==> config.mk <==
export PLATFORM = sky130hd
export DESIGN_NAME = temp_to_fan_cooling_map
export DESIGN_NICKNAME = d
export VERILOG_FILES = /design/src/design/cooling_map_pkg.sv /design/src/design/temp_to_fan_cooling_map.sv /design/src/design/fan_speed_select.sv
export SDC_FILE = /design/constraint.sdc
export NUM_CORES = 1
export LEC_CHECK = 0
export BUFFER_PORTS_ARGS = -buffer_cell sky130_fd_sc_hd__buf_2
export CORE_AREA = 2 2 88 90
export DETAILED_ROUTE_END_ITERATION = 8
export DIE_AREA = 0 0 90 92
export PLACE_DENSITY_LB_ADDON = 0.05
export SYNTH_ARGS = -nofsm -noshare
export SYNTH_HDL_FRONTEND = slang
export SYNTH_SLANG_ARGS = --single-unit
==> constraint.sdc <==
create_clock -name clock -period 6.4 [get_ports clock]
set_input_delay 0.64 -clock clock [delete_from_list [all_inputs] [get_ports clock]]
set_output_delay 0.64 -clock clock [all_outputs]
set_load 0.005 [all_outputs]
==> src/design/cooling_map_pkg.sv <==
// Purpose: Shared constants for the temperature to fan cooling map.
// Assumes: Register offsets are the device's own 8-bit command codes.
// Notes: Channel order is local, remote sensor one, remote sensor two.
package cooling_map_pkg;

    // Register map
    localparam logic [7:0] LOCAL_COOLING_OFFSET = 8'h48;
    localparam logic [7:0] REMOTE_ONE_COOLING_OFFSET = 8'h49;
    localparam logic [7:0] REMOTE_TWO_COOLING_OFFSET = 8'h4a;
    localparam logic [7:0] COOLING_RESET = 8'h00;
    localparam logic [7:0] READ_ZERO = 8'h00;

    // Cooling action register fields
    localparam int FAN_ONE_BIT = 0;
    localparam int FAN_TWO_BIT = 1;
    localparam int SELECT_WIDTH = 2;

    // Fault action register fields that ask for alarm speed
    localparam int ALARM_ON_HIGH_BIT = 1;
    localparam int ALARM_ON_LOW_BIT = 5;

    // Channel indices
    localparam int CHANNEL_COUNT = 3;
    localparam int LOCAL_CHANNEL = 0;
    localparam int REMOTE_ONE_CHANNEL = 1;
    localparam int REMOTE_TWO_CHANNEL = 2;

    // Fan count and speed reset value
    localparam int FAN_COUNT = 2;
    localparam logic [7:0] SPEED_RESET = 8'h00;

    // Source that a fan follows, reported for visibility
    typedef enum logic [1:0] {
        SOURCE_NORMAL,
        SOURCE_AUTO,
        SOURCE_ALARM
    } fan_source_type;

endpackage

==> src/design/temp_to_fan_cooling_map.sv <==
// Purpose: Maps three temperature channels onto two fans by register.
// Assumes: Register port is driven by the serial management engine,
//          one request per cycle, synchronous to clock.
// Notes: Limit comparison and the speed curve live outside this block.
`timescale 1ns/1ns
`default_nettype none

// Summary of operation
// Fan one select plus alarm event: alarm speed
// Fan one select, no event: automatic speed
// Fan one clear: channel ignored for fan one
// Fan two select bit works the same way
// Remote one to fan one, remote two fan two
// Local channel alone may drive both fans
// Remote one alone may drive both fans
// Remote two alone may drive both fans
// All three selected: fan runs at highest demand
// Unsupported map: fans use normal speed registers
// Bits two to seven read zero always
// Event needs fault action alarm enable bit
// Map decode is continuous, no extra action
module temp_to_fan_cooling_map
    import cooling_map_pkg::*;
#(
    parameter int SPEED_WIDTH = 8
) (
    // Clock and reset
    input wire logic clock,
    input wire logic rstn,
    // Register access port
    input wire logic [7:0] reg_addr,
    input wire logic [7:0] reg_wdata,
    input wire logic reg_write,
    input wire logic reg_read,
    output logic [7:0] reg_rdata,
    output logic reg_rvalid,
    // Per channel limit events, bit index is the channel
    input wire logic [CHANNEL_COUNT-1:0] high_exceeded,
    input wire logic [CHANNEL_COUNT-1:0] low_crossed,
    // Fault action registers of each channel, channel 0 in low byte
    input wire logic [CHANNEL_COUNT*8-1:0] fault_action,
    // Automatic control speed per channel, channel 0 in low slice
    input wire logic [CHANNEL_COUNT*SPEED_WIDTH-1:0] auto_speed,
    // Per fan speeds, fan one in low slice
    input wire logic [FAN_COUNT*SPEED_WIDTH-1:0] alarm_speed,
    input wire logic [FAN_COUNT*SPEED_WIDTH-1:0] normal_speed,
    // Fan results
    output logic [SPEED_WIDTH-1:0] fan_one_speed,
    output logic [SPEED_WIDTH-1:0] fan_two_speed,
    output fan_source_type fan_one_source,
    output fan_source_type fan_two_source,
    // Map status
    output logic map_supported
);

    // Only the two select bits of each cooling register are stored
    logic [SELECT_WIDTH-1:0] local_select;
    logic [SELECT_WIDTH-1:0] remote_one_select;
    logic [SELECT_WIDTH-1:0] remote_two_select;

    logic [CHANNEL_COUNT-1:0] demand;
    logic [CHANNEL_COUNT-1:0] fan_one_select;
    logic [CHANNEL_COUNT-1:0] fan_two_select;
    logic next_map_ok;
    logic [7:0] next_rdata;

    // Returns the stored select bits of a cooling register, or zeros
    function automatic logic [SELECT_WIDTH-1:0] select_of(
        input logic [7:0] addr,
        input logic [SELECT_WIDTH-1:0] loc,
        input logic [SELECT_WIDTH-1:0] rem1,
        input logic [SELECT_WIDTH-1:0] rem2
    );
        logic [SELECT_WIDTH-1:0] result;
        result = '0;
        case (addr)
            LOCAL_COOLING_OFFSET: result = loc;
            REMOTE_ONE_COOLING_OFFSET: result = rem1;
            REMOTE_TWO_COOLING_OFFSET: result = rem2;
            default: result = '0;
        endcase
        return result;
    endfunction

    // True when an address is one of the three cooling registers
    function automatic logic is_cooling(input logic [7:0] addr);
        return addr == LOCAL_COOLING_OFFSET ||
               addr == REMOTE_ONE_COOLING_OFFSET ||
               addr == REMOTE_TWO_COOLING_OFFSET;
    endfunction

    // Decides whether the select bits form one of the supported maps
    function automatic logic map_is_supported(
        input logic [SELECT_WIDTH-1:0] loc,
        input logic [SELECT_WIDTH-1:0] rem1,
        input logic [SELECT_WIDTH-1:0] rem2
    );
        logic split_map;
        logic local_only;
        logic remote_one_only;
        logic remote_two_only;
        logic all_three;
        split_map = (loc == '0) && !rem1[FAN_TWO_BIT] &&
                    !rem2[FAN_ONE_BIT];
        local_only = (rem1 == '0) && (rem2 == '0);
        remote_one_only = (loc == '0) && (rem2 == '0);
        remote_two_only = (loc == '0) && (rem1 == '0);
        // Per fan, the bit is either set in all three or in none
        all_three = ((loc & rem1 & rem2) == (loc | rem1 | rem2));
        return split_map || local_only || remote_one_only ||
               remote_two_only || all_three;
    endfunction

    // Cooling register writes; reserved bits are simply not stored
    always_ff @(posedge clock or negedge rstn) begin
        if (!rstn) begin
            local_select <= COOLING_RESET[SELECT_WIDTH-1:0];
            remote_one_select <= COOLING_RESET[SELECT_WIDTH-1:0];
            remote_two_select <= COOLING_RESET[SELECT_WIDTH-1:0];
        end else if (reg_write) begin
            case (reg_addr)
                LOCAL_COOLING_OFFSET: begin
                    local_select <= reg_wdata[SELECT_WIDTH-1:0];
                end
                REMOTE_ONE_COOLING_OFFSET: begin
                    remote_one_select <= reg_wdata[SELECT_WIDTH-1:0];
                end
                REMOTE_TWO_COOLING_OFFSET: begin
                    remote_two_select <= reg_wdata[SELECT_WIDTH-1:0];
                end
                default: begin
                end
            endcase
        end
    end

    // Read data: upper six bits are constant zero, unmapped reads zero
    always_comb begin
        next_rdata = READ_ZERO;
        if (is_cooling(reg_addr)) begin
            next_rdata[SELECT_WIDTH-1:0] = select_of(reg_addr, local_select,
                remote_one_select, remote_two_select);
        end
    end

    always_ff @(posedge clock or negedge rstn) begin
        if (!rstn) begin
            reg_rdata <= READ_ZERO;
            reg_rvalid <= 1'b0;
        end else begin
            reg_rvalid <= reg_read;
            if (reg_read) begin
                reg_rdata <= next_rdata;
            end
        end
    end

    // A limit event asks for alarm speed only if that channel enables it
    generate
        for (genvar c = 0; c < CHANNEL_COUNT; c++) begin : g_demand
            assign demand[c] =
                (high_exceeded[c] && fault_action[c*8+ALARM_ON_HIGH_BIT]) ||
                (low_crossed[c] && fault_action[c*8+ALARM_ON_LOW_BIT]);

        end
    endgenerate

    // Gather the per fan select vectors across channels
    assign fan_one_select[LOCAL_CHANNEL] = local_select[FAN_ONE_BIT];
    assign fan_one_select[REMOTE_ONE_CHANNEL] =
        remote_one_select[FAN_ONE_BIT];
    assign fan_one_select[REMOTE_TWO_CHANNEL] =
        remote_two_select[FAN_ONE_BIT];
    assign fan_two_select[LOCAL_CHANNEL] = local_select[FAN_TWO_BIT];
    assign fan_two_select[REMOTE_ONE_CHANNEL] =
        remote_one_select[FAN_TWO_BIT];
    assign fan_two_select[REMOTE_TWO_CHANNEL] =
        remote_two_select[FAN_TWO_BIT];

    // Decoded every cycle so a write takes effect with no other step
    assign next_map_ok = map_is_supported(local_select, remote_one_select,
        remote_two_select);

    always_ff @(posedge clock or negedge rstn) begin
        if (!rstn) begin
            map_supported <= 1'b0;
        end else begin
            map_supported <= next_map_ok;
        end
    end

    // One selector per fan; the speed path uses the live decode so that
    // the speed and the status flag move on the same edge
    fan_speed_select #(
        .SPEED_WIDTH(SPEED_WIDTH),
        .CHANNELS(CHANNEL_COUNT)
    ) u_fan_one (
        .clock(clock),
        .rstn(rstn),
        .select(fan_one_select),
        .demand(demand),
        .auto_speed(auto_speed),
        .alarm_speed(alarm_speed[0 +: SPEED_WIDTH]),
        .normal_speed(normal_speed[0 +: SPEED_WIDTH]),
        .map_ok(next_map_ok),
        .speed(fan_one_speed),
        .source(fan_one_source)
    );

    fan_speed_select #(
        .SPEED_WIDTH(SPEED_WIDTH),
        .CHANNELS(CHANNEL_COUNT)
    ) u_fan_two (
        .clock(clock),
        .rstn(rstn),
        .select(fan_two_select),
        .demand(demand),
        .auto_speed(auto_speed),
        .alarm_speed(alarm_speed[SPEED_WIDTH +: SPEED_WIDTH]),
        .normal_speed(normal_speed[SPEED_WIDTH +: SPEED_WIDTH]),
        .map_ok(next_map_ok),
        .speed(fan_two_speed),
        .source(fan_two_source)
    );

endmodule
`default_nettype wire

==> src/design/fan_speed_select.sv <==
// Purpose: Chooses one fan's speed from the channels that select it.
// Assumes: Speeds are unsigned duty values; larger means faster.
// Notes: Output speed and source are registered.
`timescale 1ns/1ns
`default_nettype none
module fan_speed_select
    import cooling_map_pkg::*;
#(
    parameter int SPEED_WIDTH = 8,
    parameter int CHANNELS = 3
) (
    // Clock and reset
    input wire logic clock,
    input wire logic rstn,
    // Per channel inputs
    input wire logic [CHANNELS-1:0] select,
    input wire logic [CHANNELS-1:0] demand,
    input wire logic [CHANNELS*SPEED_WIDTH-1:0] auto_speed,
    // Fan level inputs
    input wire logic [SPEED_WIDTH-1:0] alarm_speed,
    input wire logic [SPEED_WIDTH-1:0] normal_speed,
    input wire logic map_ok,
    // Result
    output logic [SPEED_WIDTH-1:0] speed,
    output fan_source_type source
);

    logic [SPEED_WIDTH-1:0] best;
    logic best_alarm;
    logic [SPEED_WIDTH-1:0] next_speed;
    fan_source_type next_source;

    // Highest demand among selecting channels; unselected ones are ignored
    always_comb begin
        logic [SPEED_WIDTH-1:0] want;
        want = '0;
        best = '0;
        best_alarm = 1'b0;
        for (int c = 0; c < CHANNELS; c++) begin
            want = demand[c] ? alarm_speed
                             : auto_speed[c*SPEED_WIDTH +: SPEED_WIDTH];
            if (select[c] && (want > best || (want == best && demand[c])))
            begin
                best = want;
                best_alarm = demand[c];
            end
        end
    end

    // Unsupported map, or no channel on this fan, falls back to normal
    always_comb begin
        if (map_ok && (|select)) begin
            next_speed = best;
            next_source = best_alarm ? SOURCE_ALARM : SOURCE_AUTO;
        end else begin
            next_speed = normal_speed;
            next_source = SOURCE_NORMAL;
        end
    end

    always_ff @(posedge clock or negedge rstn) begin
        if (!rstn) begin
            speed <= SPEED_RESET[SPEED_WIDTH-1:0];
            source <= SOURCE_NORMAL;
        end else begin
            speed <= next_speed;
            source <= next_source;
        end
    end

endmodule
`default_nettype wire

Word-level counts from Yosys, hierarchy flattened
Cells that the tools add are included.

cells by class
  equal/unequal tests = 8
  bitwise operators = 4
  $lt $le $gt $ge = 6
  reductions and logical operators = 52
  mux-type cells = 26

operators by type and width
  operator                                                              number
  8-bit 2-to-1 mux                                                      14
  8-bit == test                                                         4
  8-bit > comparator                                                    4
  1-bit logical AND                                                     25
  8-bit by 7-bit == test with 1-bit output, second input constant       3
  8-bit by 1-bit > comparator with 1-bit output, second input constant  2
  8-bit logical NOT                                                     2
  1-bit logical OR                                                      15
  2-bit 2-to-1 mux                                                      5
  2-bit logical NOT                                                     3
  1-bit 2-to-1 mux                                                      6
  2-bit one-hot mux with 3 select lines                                 1
  2-bit AND reduction                                                   3
  3-bit OR reduction                                                    2
  2-bit AND                                                             2
  2-bit bitwise OR                                                      2
  2-bit == test                                                         1
  1-bit logical NOT                                                     2

word-level totals
  output and inout port bits = 30
  register bits after elaboration = 30

Depth between registers and ports, before layout
  depth in word-level cells = 20
  mapped depth = 23
  mapped depth without buffers = 19

Modules after synthesis
A second synthesis with hierarchy kept.

second synthesis, totals
  cell total of the unflattened synthesis = 341
  area total of the unflattened synthesis = 3203.1 um^2

modules (own cells, without submodules)
  module                   area an instance (um^2)  cells an instance  sequential area each (um^2)  times used
  fan_speed_select         1297.5                   144                250.2                        2
  temp_to_fan_cooling_map  608.1                    53                 250.2                        1

Worst setup path before layout
No wires, ideal clock.

  path type = input to register
  start point = input low_crossed[0]
  end point = register u_fan_one.speed[0]
  path buffers = 1
  slack = 1788 ps
  data required time = 6274 ps
  arrival = 4486 ps
  stages on the path = 18
  cells stage by stage = a22oi_1 nand2_1 a21bo_2 inv_1 ha_1 nand2b_1 a2111oi_0 o22ai_1 nand2_2 mux2_2 ha_1 a21o_1 a221o_1 a221oi_2 nor2_1 buf_6 nor3b_2 a221o_1

between the ends
  word-level cells in the longest chain between the ends = 19
  elaborated cells on any way between the ends = 22
  classes of those cells = order compare (3); eq/ne (2); mux (5); reduce/logical (12)

ends and longest elaborated chain
  what                                                                                   line                            text
  start, declared                                                                        temp_to_fan_cooling_map.sv:39   input wire logic [CHANNEL_COUNT-1:0] low_crossed,
  1-bit logical AND (*)                                                                  temp_to_fan_cooling_map.sv:163  (low_crossed[c] && fault_action[c*8+ALARM_ON_LOW_BIT]);
  1-bit logical OR (*)                                                                   temp_to_fan_cooling_map.sv:162  (high_exceeded[c] && fault_action[c*8+ALARM_ON_HIGH_BIT]) ||
  branches (longest 5 deep; another with 8-bit by 1-bit > comparator with 1-bit output)  -
  8-bit 2-to-1 mux (*)                                                                   fan_speed_select.sv:42          if (select[c] && (want > best || (want == best && demand[c])))
  branches (longest 4 deep; another with 8-bit > comparator)                             -
  8-bit 2-to-1 mux (*)                                                                   fan_speed_select.sv:42
  branches (longest 4 deep; another with 8-bit > comparator)                             -
  8-bit 2-to-1 mux (*)                                                                   fan_speed_select.sv:42
  8-bit 2-to-1 mux (*)                                                                   fan_speed_select.sv:52          if (map_ok && (|select)) begin
  via u_fan_one.next_speed[0]                                                            fan_speed_select.sv:30          logic [SPEED_WIDTH-1:0] next_speed;
  end signal, assigned                                                                   fan_speed_select.sv:63          speed <= SPEED_RESET[SPEED_WIDTH-1:0];
  end signal, assigned                                                                   fan_speed_select.sv:66          speed <= next_speed;
  end, declared                                                                          fan_speed_select.sv:24          output logic [SPEED_WIDTH-1:0] speed,

Mark *: on every way through the listed nets, which the timed path passes.
A chain may end at the register's enable or synchronous reset.

Worst setup path after layout
  start point = input low_crossed[0]
  end point = register u_fan_one.speed[6]

Same word-level chain as after synthesis.

==> flow_summary.toml <==
[layout]
drive_gt1_share_pct = 31.8
final_common_cell = "nand2_1"
final_area_um2 = 3840
nNetsFinal = 625
nFillCells = 790
fin_util_pct = 51.6
final_cell_mix = "nand2_1, buf_2, ha_1, dfrtp_1, inv_1"
final-instance-count-excl-fill = 589
syn_to_final_growth_pct = 20.2
antenna_cells = 0

[power_and_ir_drop]
p_per_area_nw_per_um2 = 164
leakagePower_uw = 0.00193
vdd_drop_max_v = 0.0000829

[yosys]
ys_types = 58
ys.flop_type = "dfrtp_1"
ys_seq_area_share_pct = 23.5
synth_cells = 391
syn_area_um2 = 3200
synth_edf_count = 0
avgSynthCellArea_um2 = 8.17
yosys_warnings = 0
ys_async_sr_fraction_pct = 100
synth-seq-cells = 30

[setup_path]
critPathRequiredTime_ns = 6.60
worstSetupStartpointType = "primary input"
critical_path.cell_chain = "buf_2 > a22o_1 > nand2_1 > a21bo_2 > inv_1 > ha_1 > nand2b_1 > a2111oi_0 > o22ai_1 > nand2_2 > mux2_2 > ha_1 > a21o_1 > a221o_1 > a221oi_2 > nor2_1 > or2_1 > o211ai_2"
slowest_delay_ns = 0.62
reg2reg_slack_ns = 1.76
worstPathArrival_ns = 5.33
rr_worst_depth = 15
r2r-end = "u_fan_one.speed[6]"
reg2reg_from = "local_select[0]"
worstPathMaxFanout = 18
path_common_cell = "ha_1"
crit_start = "low_crossed[0]"
crit_slowest_cell = "a22o_1"
cp-end-kind = "flop"
path_class = "in -> reg"
cp-endpoint = "u_fan_one.speed[6]"

[cts]
holdBufCountCts = 0
cts_max_path_buffers = 2
cts_tree = "yes"
cts-root-buf = "clkbuf_8"
cts.reportedPaths.clkPinSlew_ns = 0.07
postCtsSetupRepairBufs = 0
htreeDepth = 2
cts_made_buffers = 5
cts.sinks = 30
clk_latency_ns = 0.28
cts_resized = 0

[placed_design]
port_buffers = 105
dpl-instance-area_um2 = 3730
post-place-ws_ns = 1.02
place.gp.congestion = 0.908
hpwl_mm = 7.24
dp_cells = 582

[timing]
rsz0062_at_grt = "no"
skew_ns = 0.00973
max_freq_ghz = 0.195
period_share_pct = 80.1
tightest_slew_ns = 1.27
slew_headroom_pct = 15.3
slew_violations = 0
setup_violations = 0
finalHoldViolCount = 0
period_minus_slack_ns = 5.13
tns_ns = 0
finalWorstSetupSlack_ns = 1.27

[global_routing]
antenna_found_initial = 0
grt_pass1_wl_mm = 14.8
grt_start_max_net_pins = 31
grt_usage_pct = 22.2
grt_pass1_vias = 3020
globalRoute.totalOverflow = 0

[die]
io_pins = 136
initial_core_util_pct = 42.9
floorplan.die_area_um2 = 8280
coreArea_um2 = 7450
placement_rows = 32
dieHeight_um = 92
die_w_um = 90

[detailed_routing]
wl_per_cell_um = 15.2
first_pass_iters = 4
drt_iter0_drc = 96
viasPerCell = 5.25
via_count = 3091
antenna_left = 0
drc = 0
routed_wl_mm = 8.92

[run_status]
outcome = "completed"

[min_path]
hp-class = "in -> async"

[flow_run]
maxCapViolCount = 0
[Yosys cell counts, types with 6 or more instances]
cell type | number | area, um^2
a21bo_2 | 8 | 80.1
a21boi_0 | 6 | 45.0
a21oi_1 | 15 | 75.1
and2_1 | 10 | 62.6
buf_4 | 9 | 67.6
clkbuf_1 | 6 | 22.5
dfrtp_1 | 30 | 751
ha_1 | 32 | 400
inv_1 | 22 | 82.6
mux2_2 | 13 | 146
mux2i_1 | 9 | 90.1
nand2_1 | 108 | 405
nand3_1 | 6 | 30.0
nand3b_1 | 8 | 60.1
nor2_1 | 10 | 37.5
o211ai_1 | 6 | 45.0
o211ai_2 | 10 | 125
or3b_1 | 7 | 61.3
[logic make-up after synthesis]
group                      after synthesis  synth area share [%]
buffers and inverters                   46                  7.60
and+or+nand+nor                        173                  25.9
muxes                                   24                  8.34
DFF                                     30                  23.5
adders and majority gates               32                  12.5
other                                    1                 0.117
AOI/OAI and AO/OA                       85                  22.0
[registers in the layout (all words and copies together), names as in the netlist]
signal,count
local_select,2
map_supported,1
reg_rdata,2
reg_rvalid,1
remote_one_select,2
remote_two_select,2
u_fan_one.source,2
u_fan_one.speed,8
u_fan_two.source,2
u_fan_two.speed,8
[report_power, final]
| group | switching, uW | internal, uW | total, uW | leakage, uW |
|---|---|---|---|---|
| sequential | 8.28 | 205 | 213 | 0.000377 |
| clock | 69.3 | 124 | 194 | 0.0000573 |
| combinational | 127 | 98.0 | 225 | 0.00150 |
| total | 205 | 427 | 632 | 0.00193 |
[final cells by class]
cell class                      count  area, um^2  share of cell area [%]
Inverter                           22        82.6                    2.15
Sequential cell                    30         751                    19.5
Clock buffer                        6        82.6                    2.15
Clock inverter                      1        30.0                   0.782
Timing Repair Buffer              108         548                    14.3
Tap cell                          102         128                    3.32
Multi-Input combinational cell    320        2220                    57.8
[worst max-delay path, delay by kind of cell]
family          cells  cell delay [ns]
buf+inv             2             0.14
compound gates      8             2.54
simple gates        5             1.06
fa+ha+maj           2             0.52
mux                 1             0.41
[through the flow]
step           power, uW  hold slack [ns]
3_3_place_gp         438            0.555
2_1_floorplan        365            0.344
3_5_place_dp         441            0.555
4_1_cts              639            0.410
6_report             632            0.383
5_1_grt              679            0.443
[worst min-delay path by stage]
stage / startpoint / endpoint / slack, ns / cells after the start
2_1_floorplan: rstn / local_select[0] / 0.34 / 0
3_3_place_gp: reg_rdata[1] / reg_rdata[1] / 0.56 / 2
5_1_grt: rstn / remote_two_select[1] / 0.44 / 1
6_report: rstn / u_fan_two.speed[1] / 0.38 / 1
4_1_cts: rstn / u_fan_two.speed[1] / 0.41 / 1
3_5_place_dp: reg_rdata[1] / reg_rdata[1] / 0.55 / 2
[metal layers]
| layer | GRT usage, % | part of all wire, % |
|---|---|---|
| met1 | 28.4 | 44 |
| met5 | 0 | 0 |
| met4 | 6.03 | 2.0 |
| met2 | 39.1 | 49 |
| met3 | 3.12 | 5.2 |
No activity file was read; power rests on OpenSTA's default activity.
